$ cat src/uart_pkg.sv
// constants and types of the asynchronous serial transceiver
package uart_pkg;
  // -------------------------------------------------------------
  // register indexes, byte address is four times the index
  // -------------------------------------------------------------
  localparam logic [7:0] FLAGS_IDX = 8'h0C;
  localparam logic [7:0] RX_STATUS_IDX = 8'h18;
  localparam logic [7:0] TX_BUFFER_IDX = 8'h19;
  localparam logic [7:0] RX_BUFFER_IDX = 8'h1A;
  localparam logic [7:0] ENABLES_IDX = 8'h8C;
  localparam logic [7:0] TX_STATUS_IDX = 8'h98;
  localparam logic [7:0] BAUD_IDX = 8'h99;
  // -------------------------------------------------------------
  // reset values
  // -------------------------------------------------------------
  localparam logic [7:0] TX_STATUS_RST = 8'h02;
  localparam logic [7:0] ZERO_RST = 8'h00;
  // -------------------------------------------------------------
  // field positions
  // -------------------------------------------------------------
  localparam int RX_FULL_BIT = 5;
  localparam int TX_EMPTY_BIT = 4;
  localparam int CLK_SRC_BIT = 7;
  localparam int NINE_TX_BIT = 6;
  localparam int TX_ENABLE_BIT = 5;
  localparam int SYNC_SEL_BIT = 4;
  localparam int HIGH_SPEED_BIT = 2;
  localparam int SR_EMPTY_BIT = 1;
  localparam int TX_NINTH_BIT = 0;
  localparam int PORT_EN_BIT = 7;
  localparam int NINE_RX_BIT = 6;
  localparam int SINGLE_RX_BIT = 5;
  localparam int CONT_RX_BIT = 4;
  localparam int FRAME_ERR_BIT = 2;
  localparam int OVERRUN_BIT = 1;
  localparam int RX_NINTH_BIT = 0;
  // -------------------------------------------------------------
  // bit timing in baud ticks
  // -------------------------------------------------------------
  localparam logic [5:0] LO_LAST = 6'h3F;
  localparam logic [5:0] HI_LAST = 6'h0F;
  localparam logic [5:0] LO_S0 = 6'h1A;
  localparam logic [5:0] LO_S1 = 6'h1E;
  localparam logic [5:0] LO_S2 = 6'h22;
  localparam logic [5:0] HI_S0 = 6'h05;
  localparam logic [5:0] HI_S1 = 6'h06;
  localparam logic [5:0] HI_S2 = 6'h07;
  localparam logic [3:0] FRAME8_BITS = 4'hA;
  localparam logic [3:0] FRAME9_BITS = 4'hB;
  localparam logic [1:0] FIFO_FULL = 2'h2;
  typedef enum logic [1:0] {RX_IDLE, RX_START, RX_DATA, RX_STOP} rx_state_t;
  function automatic logic maj3(input logic a, input logic b,
                                input logic c);
    maj3 = (a & b) | (a & c) | (b & c);
  endfunction : maj3
endpackage : uart_pkg

$ cat src/async_serial_transceiver.sv
// asynchronous serial transceiver with apb register slave
`timescale 1ns/10ps
`default_nettype none
module async_serial_transceiver
#(
  parameter int ADDR_W = 10
)
(
  input wire logic pclk,
  input wire logic presetn,
  input wire logic psel,
  input wire logic penable,
  input wire logic pwrite,
  input wire logic [ADDR_W-1:0] paddr,
  input wire logic [31:0] pwdata,
  output logic [31:0] prdata,
  output logic pready,
  output logic pslverr,
  input wire logic receive_pin,
  input wire logic sleep_req,
  output logic transmit_pin_out,
  output logic transmit_pin_oe
);
  import uart_pkg::*;

  typedef struct packed {
    logic [7:0] brg_cnt;
    logic [7:0] div;
    logic [7:0] pie;
    logic [7:0] transmit_buffer;
    logic clk_src;
    logic nine_tx;
    logic tx_en;
    logic sync_sel;
    logic high_speed;
    logic tx_ninth;
    logic port_en;
    logic nine_rx;
    logic single_rx;
    logic cont_rx;
    logic tx_full;
    logic transmit_buffer_empty_flag;
    logic [10:0] transmit_shift_register;
    logic [3:0] tx_bits;
    logic [5:0] tx_ph;
    logic tx_oe;
    logic tx_out;
    rx_state_t rx_state;
    logic [5:0] rx_ph;
    logic [3:0] rx_bits;
    logic [8:0] rx_sh;
    logic [1:0] smp;
    logic rx_prev;
    logic [1:0][9:0] fifo;
    logic [1:0] fcnt;
    logic overrun_error;
    logic [31:0] prdata;
    logic pready;
    logic pslverr;
  } st_t;

  st_t st_r;
  st_t st_nxt;
  logic [7:0] idx;
  logic acc;
  logic wr;
  logic rd;
  logic bt;
  logic [5:0] bl;
  logic [5:0] s0;
  logic [5:0] s1;
  logic [5:0] s2;
  logic tx_on;
  logic rx_on;
  logic wr_tx;
  logic [7:0] rdat;
  logic v;
  logic [9:0] word;
  logic transmit_buffer_empty_flag_set;

  // -------------------------------------------------------------
  // bus decode and baud timing
  // -------------------------------------------------------------
  assign idx = paddr[ADDR_W-1:2];
  assign acc = psel && penable && st_r.pready;
  assign wr = acc && pwrite && (paddr[1:0] == 2'b00);
  assign rd = acc && !pwrite && (paddr[1:0] == 2'b00);
  assign wr_tx = wr && (idx == TX_BUFFER_IDX);
  // tick every div+1 clocks, frozen while asleep
  assign bt = (st_r.brg_cnt == st_r.div) && !sleep_req;
  assign bl = st_r.high_speed ? HI_LAST : LO_LAST;
  assign s0 = st_r.high_speed ? HI_S0 : LO_S0;
  assign s1 = st_r.high_speed ? HI_S1 : LO_S1;
  assign s2 = st_r.high_speed ? HI_S2 : LO_S2;

  // -------------------------------------------------------------
  // next state
  // -------------------------------------------------------------
  always_comb
  begin
    rdat = 8'h00;
    v = 1'b0;
    word = 10'h000;
    transmit_buffer_empty_flag_set = 1'b0;
    st_nxt = st_r;
    st_nxt.rx_prev = receive_pin;
    st_nxt.pready = 1'b0;
    st_nxt.pslverr = 1'b0;
    // read data is captured in the setup cycle, answer in access
    if (psel && !penable && !st_r.pready)
    begin
      st_nxt.pready = 1'b1;
      st_nxt.pslverr = (paddr[1:0] != 2'b00);
      case (idx)
        FLAGS_IDX:
        begin
          rdat[RX_FULL_BIT] = (st_r.fcnt != 2'h0);
          rdat[TX_EMPTY_BIT] = st_r.transmit_buffer_empty_flag;
        end
        RX_STATUS_IDX:
        begin
          rdat[PORT_EN_BIT] = st_r.port_en;
          rdat[NINE_RX_BIT] = st_r.nine_rx;
          rdat[SINGLE_RX_BIT] = st_r.single_rx;
          rdat[CONT_RX_BIT] = st_r.cont_rx;
          rdat[FRAME_ERR_BIT] = st_r.fifo[0][9];
          rdat[OVERRUN_BIT] = st_r.overrun_error;
          rdat[RX_NINTH_BIT] = st_r.fifo[0][8];
        end
        TX_BUFFER_IDX: rdat = st_r.transmit_buffer;
        RX_BUFFER_IDX: rdat = st_r.fifo[0][7:0];
        ENABLES_IDX: rdat = st_r.pie;
        TX_STATUS_IDX:
        begin
          rdat[CLK_SRC_BIT] = st_r.clk_src;
          rdat[NINE_TX_BIT] = st_r.nine_tx;
          rdat[TX_ENABLE_BIT] = st_r.tx_en;
          rdat[SYNC_SEL_BIT] = st_r.sync_sel;
          rdat[HIGH_SPEED_BIT] = st_r.high_speed;
          rdat[SR_EMPTY_BIT] = (st_r.tx_bits == 4'h0);
          rdat[TX_NINTH_BIT] = st_r.tx_ninth;
        end
        BAUD_IDX: rdat = st_r.div;
        default: st_nxt.pslverr = 1'b1;
      endcase
      st_nxt.prdata = {24'h000000, rdat};
    end
    if (wr)
    begin
      case (idx)
        RX_STATUS_IDX:
        begin
          st_nxt.port_en = pwdata[PORT_EN_BIT];
          st_nxt.nine_rx = pwdata[NINE_RX_BIT];
          st_nxt.single_rx = pwdata[SINGLE_RX_BIT];
          st_nxt.cont_rx = pwdata[CONT_RX_BIT];
        end
        TX_BUFFER_IDX:
        begin
          st_nxt.transmit_buffer = pwdata[7:0];
          st_nxt.tx_full = 1'b1;
          st_nxt.transmit_buffer_empty_flag = 1'b0;
        end
        ENABLES_IDX: st_nxt.pie = pwdata[7:0];
        TX_STATUS_IDX:
        begin
          st_nxt.clk_src = pwdata[CLK_SRC_BIT];
          st_nxt.nine_tx = pwdata[NINE_TX_BIT];
          st_nxt.tx_en = pwdata[TX_ENABLE_BIT];
          st_nxt.sync_sel = pwdata[SYNC_SEL_BIT];
          st_nxt.high_speed = pwdata[HIGH_SPEED_BIT];
          st_nxt.tx_ninth = pwdata[TX_NINTH_BIT];
          transmit_buffer_empty_flag_set = pwdata[TX_ENABLE_BIT] && !st_r.tx_en;
        end
        BAUD_IDX: st_nxt.div = pwdata[7:0];
        default: ;
      endcase
    end
    // a read of the receive buffer pops the oldest word
    if (rd && (idx == RX_BUFFER_IDX) && (st_r.fcnt != 2'h0))
    begin
      st_nxt.fifo[0] = st_r.fifo[1];
      st_nxt.fcnt = st_r.fcnt - 2'h1;
    end

    // -----------------------------------------------------------
    // baud rate generator
    // -----------------------------------------------------------
    if (wr && (idx == BAUD_IDX))
      st_nxt.brg_cnt = 8'h00;
    else if (bt)
      st_nxt.brg_cnt = 8'h00;
    else if (!sleep_req)
      st_nxt.brg_cnt = st_r.brg_cnt + 8'h01;

    // -----------------------------------------------------------
    // transmitter
    // -----------------------------------------------------------
    tx_on = st_nxt.port_en && st_nxt.tx_en && !st_nxt.sync_sel;
    if (!tx_on)
    begin
      st_nxt.tx_bits = 4'h0;
      st_nxt.tx_ph = 6'h00;
    end
    else if (bt)
    begin
      if (st_r.tx_bits != 4'h0)
      begin
        if (st_r.tx_ph == bl)
        begin
          st_nxt.tx_ph = 6'h00;
          st_nxt.transmit_shift_register = {1'b1, st_r.transmit_shift_register[10:1]};
          st_nxt.tx_bits = st_r.tx_bits - 4'h1;
        end
        else
          st_nxt.tx_ph = st_r.tx_ph + 6'h01;
      end
      // a load in the cycle of a buffer write waits for the next tick,
      // so the empty flag never sees set and clear together
      if ((st_nxt.tx_bits == 4'h0) && st_r.tx_full && !wr_tx)
      begin
        st_nxt.transmit_shift_register = {1'b1, st_r.nine_tx ? st_r.tx_ninth : 1'b1,
                      st_r.transmit_buffer, 1'b0};
        st_nxt.tx_bits = st_r.nine_tx ? FRAME9_BITS : FRAME8_BITS;
        st_nxt.tx_ph = 6'h00;
        st_nxt.tx_full = 1'b0;
        transmit_buffer_empty_flag_set = 1'b1;
      end
    end
    if (transmit_buffer_empty_flag_set)
      st_nxt.transmit_buffer_empty_flag = 1'b1;
    st_nxt.tx_oe = tx_on;
    st_nxt.tx_out = (st_nxt.tx_bits != 4'h0) ? st_nxt.transmit_shift_register[0] : 1'b1;

    // -----------------------------------------------------------
    // receiver
    // -----------------------------------------------------------
    rx_on = st_nxt.port_en && st_nxt.cont_rx && !st_nxt.sync_sel;
    if (!rx_on)
    begin
      st_nxt.rx_state = RX_IDLE;
      st_nxt.rx_ph = 6'h00;
      st_nxt.overrun_error = 1'b0;
    end
    else
    begin
      unique case (st_r.rx_state)
        RX_IDLE:
          if (st_r.rx_prev && !receive_pin && !sleep_req)
          begin
            st_nxt.rx_state = RX_START;
            st_nxt.rx_ph = 6'h00;
            st_nxt.rx_bits = 4'h0;
          end
        RX_START, RX_DATA, RX_STOP:
          if (bt)
          begin
            st_nxt.rx_ph = (st_r.rx_ph == bl) ? 6'h00 : st_r.rx_ph + 6'h01;
            if (st_r.rx_ph == s0)
              st_nxt.smp[0] = receive_pin;
            if (st_r.rx_ph == s1)
              st_nxt.smp[1] = receive_pin;
            if (st_r.rx_ph == s2)
            begin
              v = maj3(st_r.smp[0], st_r.smp[1], receive_pin);
              if ((st_r.rx_state == RX_START) && v)
                st_nxt.rx_state = RX_IDLE;
              else if (st_r.rx_state == RX_DATA)
                st_nxt.rx_sh[st_r.rx_bits] = v;
              else if (st_r.rx_state == RX_STOP)
              begin
                word = {!v, st_r.nine_rx & st_r.rx_sh[8],
                        st_r.rx_sh[7:0]};
                st_nxt.rx_state = RX_IDLE;
                if (st_r.overrun_error)
                  st_nxt.overrun_error = 1'b1;
                else if (st_nxt.fcnt == FIFO_FULL)
                  st_nxt.overrun_error = 1'b1;
                else
                begin
                  st_nxt.fifo[st_nxt.fcnt[0]] = word;
                  st_nxt.fcnt = st_nxt.fcnt + 2'h1;
                end
              end
            end
            if ((st_r.rx_ph == bl) && (st_nxt.rx_state != RX_IDLE))
            begin
              if (st_r.rx_state == RX_START)
                st_nxt.rx_state = RX_DATA;
              else if (st_r.rx_state == RX_DATA)
              begin
                if (st_r.rx_bits == (st_r.nine_rx ? 4'h8 : 4'h7))
                  st_nxt.rx_state = RX_STOP;
                else
                  st_nxt.rx_bits = st_r.rx_bits + 4'h1;
              end
            end
          end
      endcase
    end
  end

  always_ff @(posedge pclk or negedge presetn)
  begin
    if (!presetn)
      st_r <= '0;
    else
      st_r <= st_nxt;
  end

  assign prdata = st_r.prdata;
  assign pready = st_r.pready;
  assign pslverr = st_r.pslverr;
  assign transmit_pin_out = st_r.tx_out;
  assign transmit_pin_oe = st_r.tx_oe;
endmodule : async_serial_transceiver
`default_nettype wire

$ cat config.mk
export PLATFORM = sky130hd
export DESIGN_NAME = async_serial_transceiver
export DESIGN_NICKNAME = d
export VERILOG_FILES = /design/src/uart_pkg.sv /design/src/async_serial_transceiver.sv
export SDC_FILE = /design/constraint.sdc
export NUM_CORES = 1
export LEC_CHECK = 0
export BUFFER_PORTS_ARGS = -buffer_cell sky130_fd_sc_hd__buf_2
export CAP_MARGIN = 20
export CORE_MARGIN = 2
export CORE_UTILIZATION = 40
export DETAILED_ROUTE_END_ITERATION = 8
export PLACE_DENSITY = 0.58
export SLEW_MARGIN = 5
export SYNTH_ARGS = -nofsm -noshare
export SYNTH_HDL_FRONTEND = slang
export SYNTH_SLANG_ARGS = --single-unit
$ cat constraint.sdc
create_clock -name pclk -period 3.55 [get_ports pclk]
set_clock_uncertainty 0.2 [all_clocks]
set_input_delay 0.71 -clock pclk [delete_from_list [all_inputs] [get_ports pclk]]
set_output_delay 0.71 -clock pclk [all_outputs]
set_load 0.03 [all_outputs]
# Word level (Yosys, flattened, before mapping)
# Index checks and enable logic that the tools add are counted.
dict set report word_totals {
  register_bits 124
  latch_bits 0
  ram_bits 0
  romBits 0
  output_inout_bits 36
  memories 0
}
dict set report classes {
  n_addsub 7
  multipliers 0
  div 0
  order_cmp 4
  n_eq_ne 37
  n_shift 0
  mux 83
  bitwise_logic 10
  n_reduce_logical 63
}
# operator count
set ops {}
lappend ops {{$mux 21} 4}
lappend ops {{$mux 13} 6}
lappend ops {{$mux 12} 5}
lappend ops {{$mux 8} 4}
lappend ops {{$mux 10} 3}
lappend ops {{$mux 4} 7}
lappend ops {{$mux 9} 3}
lappend ops {{$logic_and 1x1->1} 26}
lappend ops {{$mux 2} 13}
lappend ops {{$eq 8x5->1 const B} 3}
lappend ops {{$eq 8x8->1 const B} 3}
lappend ops {{$mux 6} 4}
lappend ops {{$pmux 12 s2} 1}
lappend ops {{$mux 23} 1}
lappend ops {{$bwmux 20} 1}
lappend ops {{$mux 1} 20}
lappend ops {{$ne 2x2->1 const B} 10}
lappend ops {{$eq 6x6->1} 3}
lappend ops {{$pmux 3 s6} 1}
lappend ops {{$reduce_and 2->1} 8}
lappend ops {{$mux 15} 1}
lappend ops {{$pmux 2 s7} 1}
lappend ops {{$add 6x1->6 const B} 2}
lappend ops {{$eq 6x5->1} 2}
lappend ops {{39 further kinds} 72}

# Longest topological paths before layout
dict set report logic_depth {
  depth_word 21
  ltp_mapped 13
  ltp_nobuf 9
}

# Worst setup path before layout
# Ideal clock, no wire load.
dict set report synth_timing {
  path_type {input-to-reg}
  from {input paddr[9]}
  to {register st_r[47] (netlist name)}
  setup_time_ns 0.128
  arrival_ns 3.444
  t_required_ns 3.222
  setup_slack_ns -0.221
  stages 13
  n_path_buf 4
  path_cell_list {clkbuf_1 nor2_1 and4_1 clkbuf_1 nor4b_2 clkbuf_1 nand2_1 o21ai_0 inv_1 ha_1 nor4b_2 buf_4 mux2_1}
}
dict set report synth_between {
  elab_chain_len 9
}
# item line
set synth_lines {}
lappend synth_lines {{start: declaration} async_serial_transceiver.sv:14} ;# input wire logic [ADDR_W-1:0] paddr,
lappend synth_lines {{$eq 8x5->1} async_serial_transceiver.sv:180} ;# if (rd && (idx == RX_BUFFER_IDX) && (st_r.fcnt != 2'h0))
lappend synth_lines {{$logic_and 1x1->1 (2 in a row)} async_serial_transceiver.sv:180}
lappend synth_lines {{$mux 12} async_serial_transceiver.sv:180}
lappend synth_lines {{$lt 1x2->1 (not written as such) / $ge 1x1->1 (equally long branches)} async_serial_transceiver.sv:281} ;# st_nxt.fifo[st_nxt.fcnt[0]] = word;
lappend synth_lines {{$logic_and 1x1->1 (not written as such)} async_serial_transceiver.sv:281}
lappend synth_lines {{$mux 10 (not written as such)} async_serial_transceiver.sv:281}
lappend synth_lines {{$demux 10 s1} async_serial_transceiver.sv:281}
lappend synth_lines {{$bwmux 20} async_serial_transceiver.sv:281}
lappend synth_lines {{end signal: assignment} async_serial_transceiver.sv:308} ;# st_r <= st_nxt;
lappend synth_lines {{end: declaration} async_serial_transceiver.sv:62} ;# st_t st_r;
# Parallel ways exist; a longest one is shown, timed or not. The select of a mux whose other input is x is not followed.
# A chain may end at the register's enable or synchronous reset.

# Worst setup path in the final report
dict set report layout_timing {
  from {register st_r[87] (netlist name)}
  to {register st_r[100] (netlist name)}
}
dict set report layout_between {
  elab_chain_len 10
}
# item line
set layout_lines {}
lappend layout_lines {{$eq 6x6->1 *} async_serial_transceiver.sv:209} ;# if (st_r.tx_ph == bl)
lappend layout_lines {{$mux 15} async_serial_transceiver.sv:209}
lappend layout_lines {{$mux 21} async_serial_transceiver.sv:207} ;# if (st_r.tx_bits != 4'h0)
lappend layout_lines {{$mux 21} async_serial_transceiver.sv:205} ;# else if (bt)
lappend layout_lines {{$mux 21} async_serial_transceiver.sv:200} ;# if (!tx_on)
lappend layout_lines {{$logic_not 4->1} async_serial_transceiver.sv:220} ;# if ((st_nxt.tx_bits == 4'h0) && st_r.tx_full && !wr_tx)
lappend layout_lines {{$logic_and 1x1->1 (2 in a row)} async_serial_transceiver.sv:220}
lappend layout_lines {{$ne 4x2->1 (no line)} -}
lappend layout_lines {{$reduce_and 4->1 (no line)} -}
# Every way passes the cells marked *; elsewhere a longest branch is shown, timed or not. The select of a mux whose other input is x is not followed.

==> flow_summary.json <==
{
  "cts_root_buffer": "clkbuf_16",
  "ys_types": 67,
  "avgSynthCellArea_sq_um": 10.2,
  "drt_iter0_markers": 370,
  "grt_first_pass_wirelength_um": 26200,
  "period_share_pct": 86.0,
  "p_leak_uw": 0.00363,
  "synth-edff-count": 0,
  "reg2reg_slack_ps": 500,
  "critPathMaxFanout": 19,
  "cts_tree": "yes",
  "detail-route-antenna-nets": 0,
  "path_class": "flip-flop to flip-flop",
  "setup_viol": 0,
  "drc": 0,
  "die_h_um": 133,
  "netlist_area_sq_um": 6670,
  "synth_ff_type": "dfrtp_1",
  "vias": 5130,
  "ys_warn_count": 0,
  "crit_chain": "or3b_2 -> a21oi_1 -> a32oi_1 -> and4b_1 -> o211ai_1 -> buf_4 -> nand2_1 -> o21ai_0",
  "layout-drive-gt1-share_pct": 22.5,
  "stdcell_count": 935,
  "min_path_type": "primary input to async pin",
  "async_reset_ff_share_pct": 100,
  "peakVddDrop_v": 0.000323,
  "rsz0062_at_grt": "no",
  "initial_core_util_pct": 40.5,
  "clk_pin_slew_ps": 60,
  "fin_setup_tns_ps": 0,
  "antenna_found_initial": 0,
  "timing.fmax_mhz": 328,
  "synthCells": 652,
  "multi_input_area_sq_um": 3230,
  "rows": 47,
  "grt_use_total_pct": 19.0,
  "clk_latency_ps": 420,
  "cpMaxStageDelayCell": "and4b_1",
  "crit_path_max_incr_delay_ps": 620,
  "max-cap-violations": 0,
  "dp.cells": 903,
  "grt_remaining_overflow": 0,
  "numPortBuffers": 36,
  "use_met3_pct": 4.68,
  "layout_min_cycle_time_ps": 3050,
  "critPathArrivalTime_ps": 3140,
  "synth-seq-cells": 124,
  "layout_commonest_cell": "dfrtp_1",
  "ctsHoldBuffers": 0,
  "startpoint_type": "flip-flop",
  "slew_headroom_pct": 33.3,
  "powerDensity_nw_per_um2": 475,
  "fillerInstances": 1515,
  "grtUsageMet2_pct": 30.1,
  "viasPerCell": 5.49,
  "ys_seq_area_share_pct": 46.5,
  "nets": 762,
  "reg2reg_depth": 8,
  "ios": 85,
  "power.total_uw": 3690,
  "die_w_um": 133,
  "drtPass1Iterations": 7,
  "met1_usage_pct": 25.7,
  "ctsResizeCount": 0,
  "cts_setup_buffers": 0,
  "required_ps": 3640,
  "grt_max_degree": 59,
  "cp_num_buf_inv": 1,
  "wl_per_cell_um": 17.1,
  "critical_path.top_delay_family": "simple AND/OR/NAND/NOR gates",
  "core_sq_um": 16500,
  "cts_buffer_depth": 2,
  "h-tree-depth": 4,
  "globalplace.congestion": 0.815,
  "regArea_sq_um": 3100,
  "status": "finished clean",
  "totalWireLength_um": 16000,
  "placed_area_sq_um": 7130,
  "worstReg2RegEnd": "st_r[100]",
  "end_kind": "flip-flop",
  "syn2layout_area_growth_pct": 16.3,
  "die_area_sq_um": 17700,
  "tightest_slew_ps": 996,
  "slew_violations": 0,
  "final_cell_mix": "124 x dfrtp_1, 48 x mux2_2, 44 x nor2_1, 44 x nand2_1, 40 x o21ai_0",
  "grt.busiest_layer": "met2",
  "hold_viol": 0,
  "grt_pass1_vias": 5008,
  "cts_buffers": 17,
  "crit-reg2reg-launch": "st_r[87]",
  "final_cell_area_sq_um": 7760,
  "place_hpwl_um": 11500,
  "n_antenna_cell": 0,
  "numClockSinks": 124
}
## cells in the mapped netlist (all sizes together) (6+ instances only)
cell type / count / area [sq um]
dfrtp: 124 / 3100
mux2: 64 / 721
nand2: 44 / 165
nor2: 44 / 165
o21ai: 41 / 205
buf: 36 / 265
a21oi: 35 / 175
nand3: 29 / 145
inv: 23 / 86.3
clkbuf: 22 / 82.6
and3: 16 / 100
nor3: 14 / 81.3
mux2i: 13 / 130
ha: 11 / 138
nor2b: 9 / 56.3
xor2: 9 / 78.8
nand4: 7 / 43.8
or3: 7 / 43.8
a222oi: 6 / 60.1
and2: 6 / 37.5
or3b: 6 / 55.1
## logic make-up after synthesis
group / share of synthesized area [%]
fa+ha+maj: 2.21
mux: 12.8
xor+xnor: 1.58
buf+inv: 6.51
compound gates: 12.8
simple gates: 17.6
flops: 46.5
other cells: 0.0562
## cell type report
cell class | instances | share of cell area [%]
multi-input combinational | 470 | 41.7
sequential | 124 | 40.0
clock buffer | 20 | 6.02
timing repair buffer | 66 | 5.58
tap | 220 | 3.55
clock inverter | 12 | 2.08
inverter | 23 | 1.11
## routing by layer
metal / routed length [um] / vias up
met5: 0 / -
met4: 199 / 0
met3: 687 / 18
met2: 7820 / 141
met1: 7310 / 2561
li1: - / 2410
## report_power, final
group	total, uW	switching (uW)	internal (uW)
combinational	342	220	122
sequential	1530	61.7	1470
clock	1810	653	1160
## through the flow
| stage | worst slack (ps) | hold WS [ps] | utilization, % |
|---|---|---|---|
| after floorplan | 94.5 | 214 | - |
| after global placement | 104 | 253 | 43.3 |
| after detailed placement | 58.5 | 257 | 43.3 |
| after CTS | 494 | 73.1 | 47.1 |
| after global routing | 297 | 88.7 | 47.1 |
| final | 498 | 71.1 | 47.1 |
## worst max-delay path by stage
stage                         from  slack, ps         to  cells after the start
after floorplan           paddr[7]         90   st_r[37]                      9
after global placement    paddr[7]        100   st_r[64]                      9
after detailed placement  paddr[7]         60   st_r[50]                     11
after CTS                 paddr[7]        490   st_r[50]                     11
after global routing      paddr[7]        300   st_r[50]                     11
final                     st_r[87]        500  st_r[100]                      8
## sequential cells by signal, indices dropped and copies added, names as in the netlist
name	flops
transmit_pin_out	1
st_r	112
prdata	8
transmit_pin_oe	1
pslverr	1
pready	1
## worst reg2reg max path, cell delays in order, from the launching register on
cell and delay [ps]:
dfrtp_1 430, or3b_2 530, a21oi_1 340, a32oi_1 210
and4b_1 620, o211ai_1 180, buf_4 240, nand2_1 80
o21ai_0 90
(Power assumes the default switching activity.)
